===== config.mk =====
export PLATFORM = sky130hd
export DESIGN_NAME = hw_event_trace_control
export DESIGN_NICKNAME = d
export VERILOG_FILES = /design/src/logic/event_trace_pkg.sv /design/src/logic/reg_port_if.sv /design/src/logic/source_select_reg.sv /design/src/logic/hw_event_trace_control.sv
export SDC_FILE = /design/constraint.sdc
export NUM_CORES = 1
export LEC_CHECK = 0
export BUFFER_PORTS_ARGS = -buffer_cell sky130_fd_sc_hd__buf_2
export CORE_MARGIN = 5
export CORE_UTILIZATION = 39
export DETAILED_ROUTE_END_ITERATION = 7
export MAX_ROUTING_LAYER = met4
export PLACE_DENSITY = 0.79
export SLEW_MARGIN = 5
export SYNTH_ARGS = -nofsm -noshare
export SYNTH_HDL_FRONTEND = slang
export SYNTH_SLANG_ARGS = --single-unit

===== constraint.sdc =====
create_clock -name clk_sys -period 1.25 [get_ports clk_sys]
set_input_delay 0.25 -clock clk_sys [delete_from_list [all_inputs] [get_ports clk_sys]]
set_output_delay 0.25 -clock clk_sys [all_outputs]
set_load 0.01 [all_outputs]

===== src/logic/event_trace_pkg.sv =====
// constants and types for the hardware event trace control bank
// assumes a plain register port on one 25 MHz clock with asynchronous active-high reset
package event_trace_pkg;
  localparam int ADDR_W = 4;
  localparam int DATA_W = 32;
  // register byte addresses, one aligned word each
  localparam logic [3:0] MAIN_CONTROL_ADDR = 4'h0;
  localparam logic [3:0] EXT_MUX_ADDR = 4'h4;
  localparam logic [3:0] MASTER_NUMBER_ADDR = 4'h8;
  localparam logic [3:0] FEATURES_ADDR = 4'hC;
  // main control field positions
  localparam int GLOBAL_EN_BIT = 0;
  localparam int LOCAL_EN_BIT = 0;
  localparam int ZERO_SUPPRESS_BIT = 1;
  localparam int LOSS_DETECT_BIT = 2;
  localparam logic LOCAL_EN_RESET = 1'h0;
  localparam logic ZERO_SUPPRESS_RESET = 1'h0;
  localparam logic LOSS_DETECT_RESET = 1'h0;
  // feature register field positions
  localparam int WIDTH_CODE_LSB = 28;
  localparam int COMP_CODE_LSB = 4;
  localparam int MASTER_WR_BIT = 3;
  localparam int LOSS_SUPPORT_BIT = 2;
  localparam logic [1:0] COMP_PROGRAMMABLE = 2'h3;
  // master number
  localparam int MASTER_W = 16;
  localparam logic [15:0] MASTER_RESET_DEFAULT = 16'h0000;
  localparam logic [31:0] MUX_RESET = 32'h00000000;
  localparam logic [31:0] READ_ZERO = 32'h00000000;
endpackage : event_trace_pkg


===== src/logic/reg_port_if.sv =====
// register write carrier between top and the source select holder
// assumes one clock domain
`timescale 1ns/1ns
`default_nettype none
interface reg_port_if;
  logic writeHit;
  logic [31:0] writeData;
  logic [31:0] fieldValue;
  modport master (output writeHit, output writeData, input fieldValue);
  modport slave (input writeHit, input writeData, output fieldValue);
endinterface : reg_port_if
`default_nettype wire


===== src/logic/source_select_reg.sv =====
// width-masked source select holder for the external mux
// assumes the write hit is already address decoded
`timescale 1ns/1ns
`default_nettype none
module source_select_reg
#(
  parameter logic [2:0] WIDTH_CODE = 3'h3
)
(
  input wire logic clk_sys, // system clock
  input wire logic rst, // async reset
  reg_port_if.slave port // write in, value out
);
  localparam logic [31:0] FIELD_MASK =
    (WIDTH_CODE == 3'h1) ? 32'h00000003 :
    (WIDTH_CODE == 3'h2) ? 32'h0000000F :
    (WIDTH_CODE == 3'h3) ? 32'h000000FF :
    (WIDTH_CODE == 3'h4) ? 32'h0000FFFF :
    (WIDTH_CODE == 3'h5) ? 32'hFFFFFFFF : 32'h00000000;
  logic [31:0] value;
  if (WIDTH_CODE > 3'h5)
  begin : reservedCode
    $error("source select width code reserved");
  end

  ////////////////////////////////////////////////////////////////
  // masked storage, absent code keeps zero
  always_ff @(posedge clk_sys or posedge rst)
  begin
    if (rst)
      value <= event_trace_pkg::MUX_RESET;
    else if (port.writeHit)
      value <= port.writeData & FIELD_MASK;
  end
  assign port.fieldValue = value;

  mux_width_a: assert property (@(posedge clk_sys) disable iff (rst) (value & ~FIELD_MASK) == 32'h0)
    else $error("source select holds bits above its width");
  mux_write_a: assert property (@(posedge clk_sys) disable iff (rst)
    port.writeHit |=> value == ($past(port.writeData) & FIELD_MASK))
    else $error("source select write lost");
endmodule : source_select_reg
`default_nettype wire


===== src/logic/hw_event_trace_control.sv =====
// hardware event trace control bank: main control, source select, master number, features
// assumes a plain register port, read data one cycle after the read strobe
//
// Our own choices: the plain strobed port and the register offsets.
`timescale 1ns/1ns
`default_nettype none
module hw_event_trace_control
#(
  parameter logic [2:0] WIDTH_CODE = 3'h3, // source select width code
  parameter logic [1:0] COMP_CODE = 2'h3, // compression support code
  parameter logic MASTER_WRITABLE = 1'b1, // master number writable
  parameter logic LOSS_SUPPORT = 1'b1, // loss detection implemented
  parameter logic [15:0] MASTER_RESET = event_trace_pkg::MASTER_RESET_DEFAULT // arbitrary build value
)
(
  input wire logic clk_sys, // system clock
  input wire logic rst, // async reset, high
  input wire logic [3:0] addr, // byte address
  input wire logic [31:0] wrData, // write data
  input wire logic wrStrobe, // write strobe
  input wire logic rdStrobe, // read strobe
  output logic [31:0] rdData, // read data, cycle after strobe
  input wire logic global_trace_enable, // trace unit enable
  input wire logic eventLost, // event could not be traced
  output logic traceActive, // event tracing allowed
  output logic zero_suppress_enable, // suppression in effect
  output logic lossIndicate, // lost information pulse
  output logic [31:0] source_select_value, // to outside mux
  output logic [15:0] masterNumber // master identity
);
  if (WIDTH_CODE > 3'h5)
  begin : reservedWidth
    $error("width code reserved");
  end
  // master port is fixed at 16 bits, so the package width must agree
  if (event_trace_pkg::MASTER_W != 16)
  begin : masterWidth
    $error("master number width must be 16");
  end

  ////////////////////////////////////////////////////////////////
  // decode
  wire hitMain = addr == event_trace_pkg::MAIN_CONTROL_ADDR;
  wire hitMux = addr == event_trace_pkg::EXT_MUX_ADDR;
  wire hitMaster = addr == event_trace_pkg::MASTER_NUMBER_ADDR;
  wire hitFeat = addr == event_trace_pkg::FEATURES_ADDR;
  wire lossImpl = LOSS_SUPPORT;
  wire compImpl = COMP_CODE == event_trace_pkg::COMP_PROGRAMMABLE;
  // register present only for nonzero code
  wire muxImpl = WIDTH_CODE != 3'h0;
  wire masterWr = wrStrobe && hitMaster && MASTER_WRITABLE;
  // read hits, used by the readback checks below
  wire rdMain = rdStrobe && hitMain;
  wire rdMux = rdStrobe && hitMux;
  wire rdMaster = rdStrobe && hitMaster;
  wire rdFeat = rdStrobe && hitFeat;
  wire rdOther = rdStrobe && !(hitMain || hitMux || hitMaster || hitFeat);

  logic localEn;
  logic zeroSuppress;
  logic lossDetect;
  logic [31:0] next_rdData;

  ////////////////////////////////////////////////////////////////
  // main control bits
  always_ff @(posedge clk_sys or posedge rst)
  begin
    if (rst)
    begin
      localEn <= event_trace_pkg::LOCAL_EN_RESET;
      zeroSuppress <= event_trace_pkg::ZERO_SUPPRESS_RESET;
      lossDetect <= event_trace_pkg::LOSS_DETECT_RESET;
    end
    else if (wrStrobe && hitMain)
    begin
      localEn <= wrData[event_trace_pkg::LOCAL_EN_BIT];
      zeroSuppress <= wrData[event_trace_pkg::ZERO_SUPPRESS_BIT] & compImpl;
      lossDetect <= wrData[event_trace_pkg::LOSS_DETECT_BIT] & lossImpl;
    end
  end

  ////////////////////////////////////////////////////////////////
  // master number, reset value fixed at build
  always_ff @(posedge clk_sys or posedge rst)
  begin
    if (rst)
      masterNumber <= MASTER_RESET;
    else if (masterWr)
      masterNumber <= wrData[event_trace_pkg::MASTER_W-1:0];
  end

  ////////////////////////////////////////////////////////////////
  // source select holder drives outside mux
  reg_port_if muxPort();
  assign muxPort.writeHit = wrStrobe && hitMux && muxImpl;
  assign muxPort.writeData = wrData;
  source_select_reg #(.WIDTH_CODE(WIDTH_CODE)) selectReg
  (
    .clk_sys(clk_sys),
    .rst(rst),
    .port(muxPort)
  );
  assign source_select_value = muxPort.fieldValue;

  ////////////////////////////////////////////////////////////////
  // both enables needed
  assign traceActive = localEn && global_trace_enable;
  // compression always on for code 2 while tracing is active
  assign zero_suppress_enable = traceActive && (zeroSuppress || COMP_CODE == 2'h2);
  // loss flagged only while tracing with detection on
  always_ff @(posedge clk_sys or posedge rst)
  begin
    if (rst)
      lossIndicate <= 1'b0;
    else
      lossIndicate <= eventLost && lossDetect && traceActive;
  end

  ////////////////////////////////////////////////////////////////
  // main control word, absent and reserved bits left zero
  logic [31:0] mainRead;
  always_comb
  begin
    mainRead = event_trace_pkg::READ_ZERO;
    mainRead[event_trace_pkg::LOCAL_EN_BIT] = localEn;
    mainRead[event_trace_pkg::ZERO_SUPPRESS_BIT] = zeroSuppress;
    mainRead[event_trace_pkg::LOSS_DETECT_BIT] = lossDetect;
  end
  // feature word is fixed at build, so software can size the other registers before touching them
  logic [31:0] featRead;
  always_comb
  begin
    featRead = event_trace_pkg::READ_ZERO;
    featRead[event_trace_pkg::WIDTH_CODE_LSB +: 3] = WIDTH_CODE;
    featRead[event_trace_pkg::COMP_CODE_LSB +: 2] = COMP_CODE;
    featRead[event_trace_pkg::MASTER_WR_BIT] = MASTER_WRITABLE;
    featRead[event_trace_pkg::LOSS_SUPPORT_BIT] = LOSS_SUPPORT;
  end
  // read mux, unmapped reads zero
  always_comb
  begin
    next_rdData = event_trace_pkg::READ_ZERO;
    if (hitMain)
      next_rdData = mainRead;
    else if (hitMux)
      next_rdData = source_select_value;
    else if (hitMaster)
      next_rdData = {16'h0, masterNumber};
    else if (hitFeat)
      next_rdData = featRead;
  end
  always_ff @(posedge clk_sys or posedge rst)
  begin
    if (rst)
      rdData <= event_trace_pkg::READ_ZERO;
    else if (rdStrobe)
      rdData <= next_rdData;
    else
      rdData <= event_trace_pkg::READ_ZERO;
  end

  ////////////////////////////////////////////////////////////////
  // enable gating
  trace_gate_a: assert property (@(posedge clk_sys) disable iff (rst)
    (wrStrobe && hitMain && !wrData[event_trace_pkg::LOCAL_EN_BIT]) |=> !traceActive)
    else $error("tracing stays on after local enable cleared");
  loss_flag_a: assert property (@(posedge clk_sys) disable iff (rst)
    (eventLost && lossDetect && traceActive) |=> lossIndicate)
    else $error("lost event not flagged");
  silent_drop_a: assert property (@(posedge clk_sys) disable iff (rst)
    !lossDetect |=> !lossIndicate)
    else $error("loss flagged with detection off");
  master_hold_a: assert property (@(posedge clk_sys) disable iff (rst)
    !MASTER_WRITABLE |=> $stable(masterNumber))
    else $error("read-only master number changed");
  loss_write_a: assert property (@(posedge clk_sys) disable iff (rst)
    (wrStrobe && hitMain && lossImpl) |=> lossDetect == $past(wrData[event_trace_pkg::LOSS_DETECT_BIT]))
    else $error("loss detect write lost");
  comp_absent_a: assert property (@(posedge clk_sys) disable iff (rst)
    !compImpl |-> !zeroSuppress)
    else $error("suppression set while absent");
  master_read_a: assert property (@(posedge clk_sys) disable iff (rst)
    (rdStrobe && hitMaster && !masterWr) |=> rdData == {16'h0, masterNumber})
    else $error("master readback wrong");
  local_write_a: assert property (@(posedge clk_sys) disable iff (rst)
    (wrStrobe && hitMain) |=> localEn == $past(wrData[event_trace_pkg::LOCAL_EN_BIT]))
    else $error("local enable write lost");

  ////////////////////////////////////////////////////////////////
  // reset values seen at the first edge after release
  // enable resets off
  enable_reset_a: assert property (@(posedge clk_sys)
    $fell(rst) |-> localEn == event_trace_pkg::LOCAL_EN_RESET)
    else $error("local enable not cleared by reset");
  select_reset_a: assert property (@(posedge clk_sys)
    $fell(rst) |-> source_select_value == event_trace_pkg::MUX_RESET)
    else $error("source select not cleared by reset");
  master_reset_a: assert property (@(posedge clk_sys)
    $fell(rst) |-> masterNumber == MASTER_RESET)
    else $error("master number not at build value after reset");

  ////////////////////////////////////////////////////////////////
  // control bits change only on a main control write
  // suppression write lands
  suppress_write_a: assert property (@(posedge clk_sys) disable iff (rst)
    (wrStrobe && hitMain && compImpl) |=> zeroSuppress == $past(wrData[event_trace_pkg::ZERO_SUPPRESS_BIT]))
    else $error("suppression write lost");
  enable_hold_a: assert property (@(posedge clk_sys) disable iff (rst)
    !(wrStrobe && hitMain) |=> $stable(localEn))
    else $error("local enable changed without a write");
  suppress_hold_a: assert property (@(posedge clk_sys) disable iff (rst)
    !(wrStrobe && hitMain) |=> $stable(zeroSuppress))
    else $error("suppression bit changed without a write");
  loss_hold_a: assert property (@(posedge clk_sys) disable iff (rst)
    !(wrStrobe && hitMain) |=> $stable(lossDetect))
    else $error("loss detect bit changed without a write");
  loss_absent_a: assert property (@(posedge clk_sys) disable iff (rst)
    !lossImpl |-> !lossDetect)
    else $error("loss detect set while absent");
  suppress_off_a: assert property (@(posedge clk_sys) disable iff (rst)
    (!compImpl && COMP_CODE != 2'h2) |-> !zero_suppress_enable)
    else $error("suppression in effect while not supported");

  ////////////////////////////////////////////////////////////////
  // a loss pulse needs a cause one cycle earlier
  // pulse needs cause
  loss_cause_a: assert property (@(posedge clk_sys) disable iff (rst)
    lossIndicate |-> $past(eventLost && lossDetect && traceActive))
    else $error("loss flagged without a lost event");
  loss_idle_a: assert property (@(posedge clk_sys) disable iff (rst)
    !traceActive |=> !lossIndicate)
    else $error("loss flagged while tracing is off");

  ////////////////////////////////////////////////////////////////
  // master number and source select storage
  // write lands when writable
  master_write_a: assert property (@(posedge clk_sys) disable iff (rst)
    masterWr |=> masterNumber == $past(wrData[event_trace_pkg::MASTER_W-1:0]))
    else $error("master number write lost");
  master_keep_a: assert property (@(posedge clk_sys) disable iff (rst)
    !masterWr |=> $stable(masterNumber))
    else $error("master number changed without a write");
  select_hold_a: assert property (@(posedge clk_sys) disable iff (rst)
    !(wrStrobe && hitMux) |=> $stable(source_select_value))
    else $error("source select changed without a write");
  select_absent_a: assert property (@(posedge clk_sys) disable iff (rst)
    !muxImpl |-> source_select_value == event_trace_pkg::MUX_RESET)
    else $error("absent source select not zero");

  ////////////////////////////////////////////////////////////////
  // readback in the cycle after the read strobe
  // main readback, loss detect bit only
  main_read_a: assert property (@(posedge clk_sys) disable iff (rst)
    rdMain |=> rdData[event_trace_pkg::LOSS_DETECT_BIT] == lossDetect)
    else $error("main control readback wrong");
  mux_read_a: assert property (@(posedge clk_sys) disable iff (rst)
    rdMux |=> rdData == source_select_value)
    else $error("source select readback wrong");
  mux_absent_a: assert property (@(posedge clk_sys) disable iff (rst)
    (rdMux && !muxImpl) |=> rdData == event_trace_pkg::READ_ZERO)
    else $error("absent source select reads nonzero");
  master_upper_a: assert property (@(posedge clk_sys) disable iff (rst)
    rdMaster |=> rdData[31:16] == 16'h0000)
    else $error("master reserved bits read nonzero");
  unmapped_read_a: assert property (@(posedge clk_sys) disable iff (rst)
    rdOther |=> rdData == event_trace_pkg::READ_ZERO)
    else $error("unmapped address reads nonzero");
  feature_width_a: assert property (@(posedge clk_sys) disable iff (rst)
    rdFeat |=> rdData[event_trace_pkg::WIDTH_CODE_LSB +: 3] == WIDTH_CODE)
    else $error("width code readback wrong");
  feature_master_a: assert property (@(posedge clk_sys) disable iff (rst)
    rdFeat |=> rdData[event_trace_pkg::MASTER_WR_BIT] == MASTER_WRITABLE)
    else $error("writable flag readback wrong");
  feature_comp_a: assert property (@(posedge clk_sys) disable iff (rst)
    rdFeat |=> rdData[event_trace_pkg::COMP_CODE_LSB +: 2] == COMP_CODE)
    else $error("compression code readback wrong");
  feature_loss_a: assert property (@(posedge clk_sys) disable iff (rst)
    rdFeat |=> rdData[event_trace_pkg::LOSS_SUPPORT_BIT] == LOSS_SUPPORT)
    else $error("loss support flag readback wrong");
endmodule : hw_event_trace_control
`default_nettype wire


==> results of run 1 <==
Yosys cell counts, types with 2 or more instances:
cell type | count | area (sq um)
nand3_4 | 2 | 35.0
nor2b_1 | 2 | 12.5
a2111oi_2 | 3 | 45.0
a21oi_1 | 3 | 15.0
nor2_1 | 8 | 30.0
nand2_1 | 4 | 15.0
a22oi_1 | 2 | 15.0
buf_6 | 3 | 33.8
mux2_2 | 27 | 304
inv_1 | 2 | 7.51
o21ai_0 | 3 | 15.0
dfrtp_1 | 45 | 1130
buf_4 | 39 | 293
and2_1 | 9 | 56.3
nand2b_1 | 3 | 18.8
and3_1 | 2 | 12.5
power by group through the flow:
stage / clock network [uW] / registers (uW) / logic, uW
after global routing: 1070 / 1850 / 843
after CTS: 1010 / 1810 / 781
after floorplan: 0 / 1920 / 436
after global placement: 0 / 1830 / 757
after detailed placement: 0 / 1840 / 779
final: 964 / 1810 / 766
final cells by class:
type                            instances  area [sq um]  area share (%)
Multi-Input combinational cell        113           773            30.3
Clock buffer                            7          96.3            3.78
Sequential cell                        45          1130            44.2
Timing Repair Buffer                   80           450            17.7
Clock inverter                          1          5.00           0.196
Inverter                                2          11.3           0.442
Tap cell                               70          87.6            3.43
state kept, by name, indices dropped and copies added, names as in the netlist:
name                       count
rdData                        17
localEn                        1
lossDetect                     1
zeroSuppress                   1
selectReg.port.fieldValue      8
lossIndicate                   1
masterNumber                  16
cell families after synthesis:
logic type | share of synthesized area [%]
flip-flops | 53.6
AND/OR/NAND/NOR | 11.3
other | 0.179
AO/OA/AOI/OAI | 4.29
multiplexers | 14.5
buffers and inverters | 16.1
how the worst max path moves through the flow:
stage	from	cells past startpoint	endpoint	slack [ns]
final	localEn	2	zero_suppress_enable	0.008
after floorplan	addr[3]	4	rdData[2]	0.04
after global placement	addr[1]	4	rdData[2]	-0.12
after CTS	localEn	2	zero_suppress_enable	-0.01
after global routing	localEn	2	zero_suppress_enable	-0.04
after detailed placement	addr[1]	5	rdData[15]	-0.12
critical path, delay by kind of cell, from the launching register on:
kind,cells,cell delay [ns]
DFF,1,0.40
and+or+nand+nor,1,0.17
buffers and inverters,1,0.13
per-stage QoR:
stage | std cells | setup WS (ns)
6_report | 318 | 0.00768
4_1_cts | 318 | -0.0123
3_5_place_dp | 310 | -0.121
5_1_grt | 318 | -0.0408
3_3_place_gp | 310 | -0.122
2_1_floorplan | 203 | 0.0400
metal layers:
| metal | vias to the layer above | wire (microns) | share of wire (%) |
|---|---|---|---|
| li1 | 639 | - | - |
| met1 | 673 | 1600 | 38 |
| met2 | 58 | 2250 | 53 |
| met3 | 4 | 368 | 8.7 |
| met4 | 0 | 36 | 0.85 |
| met5 | - | 0 | 0 |
==> results.json, run 1 <==
{
  "diodes": 0,
  "final_max_slew_viol_count": 0,
  "status": "finished, violations left",
  "antenna_found_initial": 0,
  "finalNetCount": 289,
  "cts_tree": "built",
  "dp_hpwl_microns": 3210,
  "layout_common_cells": "70 x buf_2, 45 x dfrtp_1, 38 x conb_1",
  "cts_resized": 0,
  "grt_max_degree": 46,
  "start_kind": "flop",
  "wl_microns": 4250,
  "holdWs_ns": -0.00109,
  "clock-root-buffer": "clkbuf_8",
  "postPlaceCellArea_sq_mm": 0.00245,
  "drive_gt1_share_pct": 50.4,
  "avgSynthCellArea_sq_um": 12.6,
  "timing.rr.start": "masterNumber[1]",
  "drtPass1Iterations": 2,
  "worst-endpoint-arrival_ns": 0.99,
  "clk-insertion-delay-late_ns": 0.29,
  "via_per_inst": 4.32,
  "critPathMaxFanout": 4,
  "async_flop_share_pct": 100,
  "ir_worst_vdd_v": 0.000566,
  "synth_cells": 166,
  "power.leakage_uw": 0.00137,
  "dr_total_vias": 1374,
  "yosysSeqAreaShare_pct": 53.6,
  "synth_flop_cell": "dfrtp_1",
  "synth-edff-count": 0,
  "ys_types": 25,
  "hold_viol": 1,
  "clock-sinks": 45,
  "criticalPathCategory": "flop to output port",
  "die_h_microns": 83.4,
  "fin_setup_tns_ns": 0,
  "route.detailed.drc": 0,
  "coreArea_sq_mm": 0.00517,
  "ios": 125,
  "clkTransAtPathRegs_ns": 0.08,
  "cp_cell_sequence": "and3_1 -> buf_2",
  "chipWidth_microns": 83.4,
  "finClkSkew_ns": 0.00193,
  "busiest_layer": "met2",
  "grtUsageTotal_pct": 12.7,
  "ys_warn_count": 0,
  "area_delta_synth_final_pct": 21.5,
  "synth_seq_cells": 45,
  "postCtsSetupBuffers": 0,
  "slowest_delay_ns": 0.40,
  "wire_per_inst_microns": 13.4,
  "r2r_slack_ns": 0.36,
  "drt_iter0_markers": 34,
  "max_freq_mhz": 805,
  "grt_pass1_vias": 1413,
  "period_share_pct": 99.4,
  "power_density_mw_per_mm2": 1390,
  "finalCriticalPeriod_ns": 1.24,
  "power.internal_uw": 2540,
  "maxCapViolations": 0,
  "place.port_buffers": 70,
  "grt_overflow": 0,
  "ant_nets": 0,
  "cp_slowest_cell": "dfrtp_1",
  "final_util_pct": 49.3,
  "fp.dieArea_sq_mm": 0.00695,
  "crit_required_ns": 1.00,
  "gp_congestion": 0.752,
  "rr_endpoint": "rdData[1]",
  "finish.instance_area_sq_mm": 0.00255,
  "cts_hold_buf": 0,
  "clkPwrFrac_pct": 27.2,
  "numCtsBuffers": 5,
  "hold_path_class": "primary input to asynchronous set/reset pin",
  "start_util_pct": 40.6,
  "cp-end-kind": "output port",
  "rsz0062_at_grt": "yes",
  "reg2reg_depth": 2,
  "rows": 26,
  "use_met2_pct": 22.7,
  "finalSetupViolCount": 0,
  "p_seq_share_pct": 51.1,
  "total_power_uw": 3540,
  "use_met1_pct": 13.1,
  "cts.htree.levels": 2,
  "violations": "hold timing",
  "final_common_cell": "buf_2",
  "fillCellCount": 496,
  "p_sw_share_pct": 28.2,
  "synth_area_sq_mm": 0.00210,
  "grt_pass1_wl_microns": 6840,
  "p_comb_share_pct": 21.6,
  "clockBufferDepth": 2,
  "p_switching_uw": 1000,
  "met3_usage_pct": 4.65
}
(Power assumes the default switching activity.)
==> inputs of run 2 (changes only) <==
--- a/config.mk
+++ b/config.mk
@@ -6,11 +6,12 @@
 export NUM_CORES = 1
 export LEC_CHECK = 0
 export BUFFER_PORTS_ARGS = -buffer_cell sky130_fd_sc_hd__buf_2
+export CAP_MARGIN = 20
 export CORE_MARGIN = 5
-export CORE_UTILIZATION = 39
+export CORE_UTILIZATION = 40
 export DETAILED_ROUTE_END_ITERATION = 7
 export MAX_ROUTING_LAYER = met4
-export PLACE_DENSITY = 0.79
+export PLACE_DENSITY = 0.78
 export SLEW_MARGIN = 5
 export SYNTH_ARGS = -nofsm -noshare
 export SYNTH_HDL_FRONTEND = slang
==> constraint.sdc (replaced) <==
create_clock -name clk_sys -period 1.3 [get_ports clk_sys]
set_input_delay 0.26 -clock clk_sys [delete_from_list [all_inputs] [get_ports clk_sys]]
set_output_delay 0.26 -clock clk_sys [all_outputs]
set_load 0.01 [all_outputs]
==> results.json, run 2 (synthesis results as in run 1) <==
{
  "drt_iter0_markers": 66,
  "cp-end-kind": "output port",
  "instances_no_fill": 322,
  "p_seq_share_pct": 52.7,
  "coreArea_sq_mm": 0.00511,
  "die_h_microns": 82.5,
  "timing.rr.start": "masterNumber[1]",
  "grt_overflow": 0,
  "final_common_cell": "buf_2",
  "p_switching_uw": 967,
  "dp_hpwl_microns": 3440,
  "start_util_pct": 41.1,
  "rows": 26,
  "fillCellCount": 486,
  "cp_slowest_cell": "dfrtp_1",
  "grt_pass1_vias": 1381,
  "ios": 125,
  "ant_nets": 0,
  "maxCapViolations": 0,
  "dp_slack_ns": -0.0973,
  "grt_max_degree": 22,
  "finalNetCount": 293,
  "max_freq_mhz": 810,
  "grtUsageTotal_pct": 13.8,
  "largest_reg_flops": 17,
  "power.internal_uw": 2350,
  "worst-endpoint-arrival_ns": 0.97,
  "cp_cell_sequence": "and3_1 -> buf_2",
  "wl_microns": 4280,
  "drive_gt1_share_pct": 50.4,
  "status": "finished, final reports clean",
  "fp.dieArea_sq_mm": 0.00680,
  "critPathMaxFanout": 3,
  "layout_common_cells": "70 x buf_2, 45 x dfrtp_1, 38 x conb_1",
  "slowest_delay_ns": 0.41,
  "start_kind": "flop",
  "area_delta_synth_final_pct": 21.5,
  "criticalPathCategory": "flop to output port",
  "wire_per_inst_microns": 13.3,
  "hold_path_class": "primary input to flop",
  "finalCriticalPeriod_ns": 1.23,
  "ir_worst_vdd_v": 0.000693,
  "cts_tree": "built",
  "drtPass1Iterations": 4,
  "clock-sinks": 45,
  "route.detailed.drc": 0,
  "final_util_pct": 50.0,
  "clkPwrFrac_pct": 24.4,
  "chipWidth_microns": 82.5,
  "holdWs_ns": 0.197,
  "dr_total_vias": 1361,
  "grt_pass1_wl_microns": 6710,
  "clkTransAtPathRegs_ns": 0.08,
  "via_per_inst": 4.23,
  "min-delay-start": "wrData[10]",
  "finClkSkew_ns": 0.00873,
  "power_density_mw_per_mm2": 1300,
  "clk-insertion-delay-late_ns": 0.29,
  "clock-root-buffer": "clkbuf_8",
  "p_sw_share_pct": 29.2,
  "antenna_found_initial": 0,
  "startpoint": "zeroSuppress",
  "rsz0062_at_grt": "no",
  "setup_slack_ns": 0.0655,
  "final_max_slew_viol_count": 0,
  "place.port_buffers": 70,
  "clockBufferDepth": 2,
  "finalSetupViolCount": 0,
  "power.leakage_uw": 0.00137,
  "gp_congestion": 0.763,
  "total_power_uw": 3310,
  "diodes": 0,
  "dp_cells": 312,
  "hold_viol": 0,
  "numCtsBuffers": 5,
  "p_comb_share_pct": 22.9,
  "crit_required_ns": 1.04,
  "cts.htree.levels": 2,
  "top_register": "rdData",
  "period_share_pct": 95.0
}
-- run 2: changes by cell type in the layout (fill, tap and decap cells not counted), sizes merged --
cell,change
buf,+3
clkinv,+1
dlygate4sd3,+1
clkbuf,-1
-- run 2: timing repair --
action / in CTS / in global routing
resized for setup: 0 / 0
setup buffers: 0 / 1
hold endpoints to repair: 14 / 0
setup endpoints to repair: 0 / 2
hold buffers: 1 / 0
-- run 2: critical path: cells and delay by family, from the launching register on --
kind / cells / cell delay, ns
flops: 1 / 0.41
simple gates: 1 / 0.15
buf+inv: 1 / 0.13
-- run 2: stage by stage --
stage               setup TNS [ns]  instance area [sq um]
detailed placement           -1.10                   2450
global route                     0                   2550
finish                           0                   2550
CTS                              0                   2540
global placement            -0.769                   2450
floorplan                        0                   2240
-- run 2: worst paths after layout --
kind                                        endpoint  slack [ns]  cells after the start
worst max-delay path            zero_suppress_enable        0.07                      2
worst min-delay path                masterNumber[10]        0.20                      2
worst max register to register             rdData[1]        0.39                      2
worst min register to register            rdData[11]        0.50                      1
max in group asynchronous                  rdData[3]        0.34                      4
min in group asynchronous                  rdData[9]        0.49                      3
-- run 2: power groups by stage --
stage                     Sequential [uW]  Combinational (uW)  Clock [uW]
after global routing                 1780                 834         915
after floorplan                      1850                 419           0
after CTS                            1750                 757         845
final                                1750                 758         809
after detailed placement             1780                 751           0
after global placement               1770                 735           0
-- run 2: area by class of cell --
cell class,instances,area (sq um),share of cell area [%]
clock inverters,2,10.0,0.392
well taps,70,87.6,3.43
repair buffers,84,470,18.4
multi-input cells,113,773,30.3
inverters,2,11.3,0.441
clock buffers,6,72.6,2.84
flip-flops and latches,45,1130,44.1
-- run 2: per-layer routing --
metal / wire length, microns / vias to the layer above / GRT usage [%]
li1: - / 643 / -
met1: 1550 / 647 / 15.6
met2: 2300 / 64 / 23.4
met3: 362 / 7 / 2.60
met4: 64 / 0 / 6.48
met5: 0 / - / -
==> inputs of run 3 (changes only) <==
--- a/config.mk
+++ b/config.mk
@@ -5,7 +5,7 @@
 export SDC_FILE = /design/constraint.sdc
 export NUM_CORES = 1
 export LEC_CHECK = 0
-export BUFFER_PORTS_ARGS = -buffer_cell sky130_fd_sc_hd__buf_2
+export BUFFER_PORTS_ARGS = -buffer_cell sky130_fd_sc_hd__clkbuf_2
 export CAP_MARGIN = 20
 export CORE_MARGIN = 5
 export CORE_UTILIZATION = 40
==> results.json, run 3 (synthesis results as in run 1) <==
{
  "status": "finished, final reports clean",
  "finish.instance_area_sq_mm": 0.00254,
  "numCtsBuffers": 5,
  "chipWidth_microns": 82.5,
  "gp_congestion": 0.753,
  "criticalPathCategory": "flop to output port",
  "antenna_found_initial": 0,
  "cp-end-kind": "output port",
  "cts_tree": "built",
  "drtPass1Iterations": 4,
  "r2r_slack_ns": 0.36,
  "power_density_mw_per_mm2": 1290,
  "final_max_slew_viol_count": 0,
  "cp_slowest_cell": "dfrtp_1",
  "grt_pass1_wl_microns": 6740,
  "cp_cell_sequence": "and3_1 -> clkbuf_2",
  "power.leakage_uw": 0.00135,
  "worstHoldEndpoint": "masterNumber[14]",
  "max_freq_mhz": 799,
  "start_util_pct": 41.1,
  "critPathMaxFanout": 4,
  "die_h_microns": 82.5,
  "maxCapViolations": 0,
  "finClkSkew_ns": 0.00617,
  "coreArea_sq_mm": 0.00511,
  "clockBufferDepth": 2,
  "crit_buf_inv": 1,
  "rr_endpoint": "rdData[0]",
  "grt_overflow": 0,
  "grtUsageTotal_pct": 13.9,
  "start_kind": "flop",
  "clock-sinks": 45,
  "top_register": "rdData",
  "min-delay-start": "wrData[14]",
  "slowest_delay_ns": 0.41,
  "postPlaceCellArea_sq_mm": 0.00246,
  "hold_depth": 2,
  "critPathTopFamily": "flip-flops",
  "fp.dieArea_sq_mm": 0.00680,
  "drive_gt1_share_pct": 50.4,
  "clock-root-buffer": "clkbuf_8",
  "finalSetupViolCount": 0,
  "worst-endpoint-arrival_ns": 0.99,
  "area_delta_synth_final_pct": 21.1,
  "ir_worst_vdd_v": 0.000616,
  "finalCriticalPeriod_ns": 1.25,
  "fillCellCount": 479,
  "final_util_pct": 49.8,
  "finalNetCount": 293,
  "grt_pass1_vias": 1367,
  "grt_max_degree": 21,
  "final_common_cell": "clkbuf_2",
  "diodes": 0,
  "crit_required_ns": 1.04,
  "layout_common_cells": "70 x clkbuf_2, 45 x dfrtp_1, 38 x conb_1",
  "dp_hpwl_microns": 3600,
  "timing.rr.start": "masterNumber[0]",
  "wire_per_inst_microns": 13.8,
  "period_share_pct": 96.2,
  "ios": 125,
  "cts_resized": 0,
  "rsz0062_at_grt": "no",
  "route.detailed.drc": 0,
  "via_per_inst": 4.26,
  "hold_path_class": "primary input to flop",
  "drt_iter0_markers": 67,
  "dr_total_vias": 1362,
  "hold_viol": 0,
  "clkTransAtPathRegs_ns": 0.08,
  "cts.htree.levels": 2,
  "ant_nets": 0,
  "largest_reg_flops": 17,
  "reg2reg_depth": 2,
  "place.port_buffers": 70,
  "rows": 26,
  "wl_microns": 4400,
  "clk-insertion-delay-late_ns": 0.29
}
## run 3: cell count changes in the layout (fill, tap and decap cells not counted), sizes merged
cell    previous run  this run
buf               83        13
clkbuf             6        75
clkinv             2         1
## run 3: layout make-up
| type | instances | area [sq um] | share of cell area [%] |
|---|---|---|---|
| sequential | 45 | 1130 | 44.3 |
| multi-input combinational | 113 | 773 | 30.4 |
| timing repair buffer | 84 | 470 | 18.5 |
| tap | 70 | 87.6 | 3.44 |
| clock buffer | 5 | 68.8 | 2.71 |
| inverter | 2 | 11.3 | 0.443 |
| clock inverter | 1 | 5.00 | 0.197 |
## run 3: per-stage QoR
| step | setup WS (ns) | hold slack (ns) | total power [uW] | cells | TNS, ns |
|---|---|---|---|---|---|
| after floorplan | 0.0800 | 0.271 | 2270 | 203 | 0 |
| after global placement | -0.0678 | 0.230 | 2510 | 313 | -0.522 |
| after detailed placement | -0.102 | 0.233 | 2540 | 313 | -1.12 |
| after CTS | 0.0426 | 0.191 | 3320 | 320 | 0 |
| after global routing | 0.0151 | 0.188 | 3470 | 320 | 0 |
| final | 0.0490 | 0.193 | 3290 | 320 | 0 |
## run 3: repair_timing
item | CTS | global route
buffers inserted | 0 | 0
hold buffers | 1 | 0
endpoints found under the hold margin | 11 | 0
endpoints found under the setup margin | 0 | 0
## run 3: metal layers
layer  vias up  routed length [microns]  GRT usage [%]
li1        644                        -              -
met1       652                     1570           15.4
met2        60                     2410           24.1
met3         6                      344           2.71
met4         0                       77           5.98
met5         -                        0              -
## run 3: how the worst max path moves through the flow
stage               cells after the start              endpoint  slack (ns)     from
finish                                  2  zero_suppress_enable        0.05  localEn
floorplan                               4             rdData[2]        0.08  addr[3]
global placement                        3             rdData[2]       -0.07  addr[1]
detailed placement                      3             rdData[0]       -0.10  addr[1]
global route                            2  zero_suppress_enable        0.02  localEn
CTS                                     2  zero_suppress_enable        0.04  localEn
## run 3: power breakdown
group | internal [uW] | total (uW) | leakage [uW] | switching [uW]
sequential | 1610 | 1760 | 0.000581 | 149
clock | 354 | 784 | 0.0000399 | 430
combinational | 357 | 749 | 0.000729 | 392
total | 2320 | 3290 | 0.00135 | 971
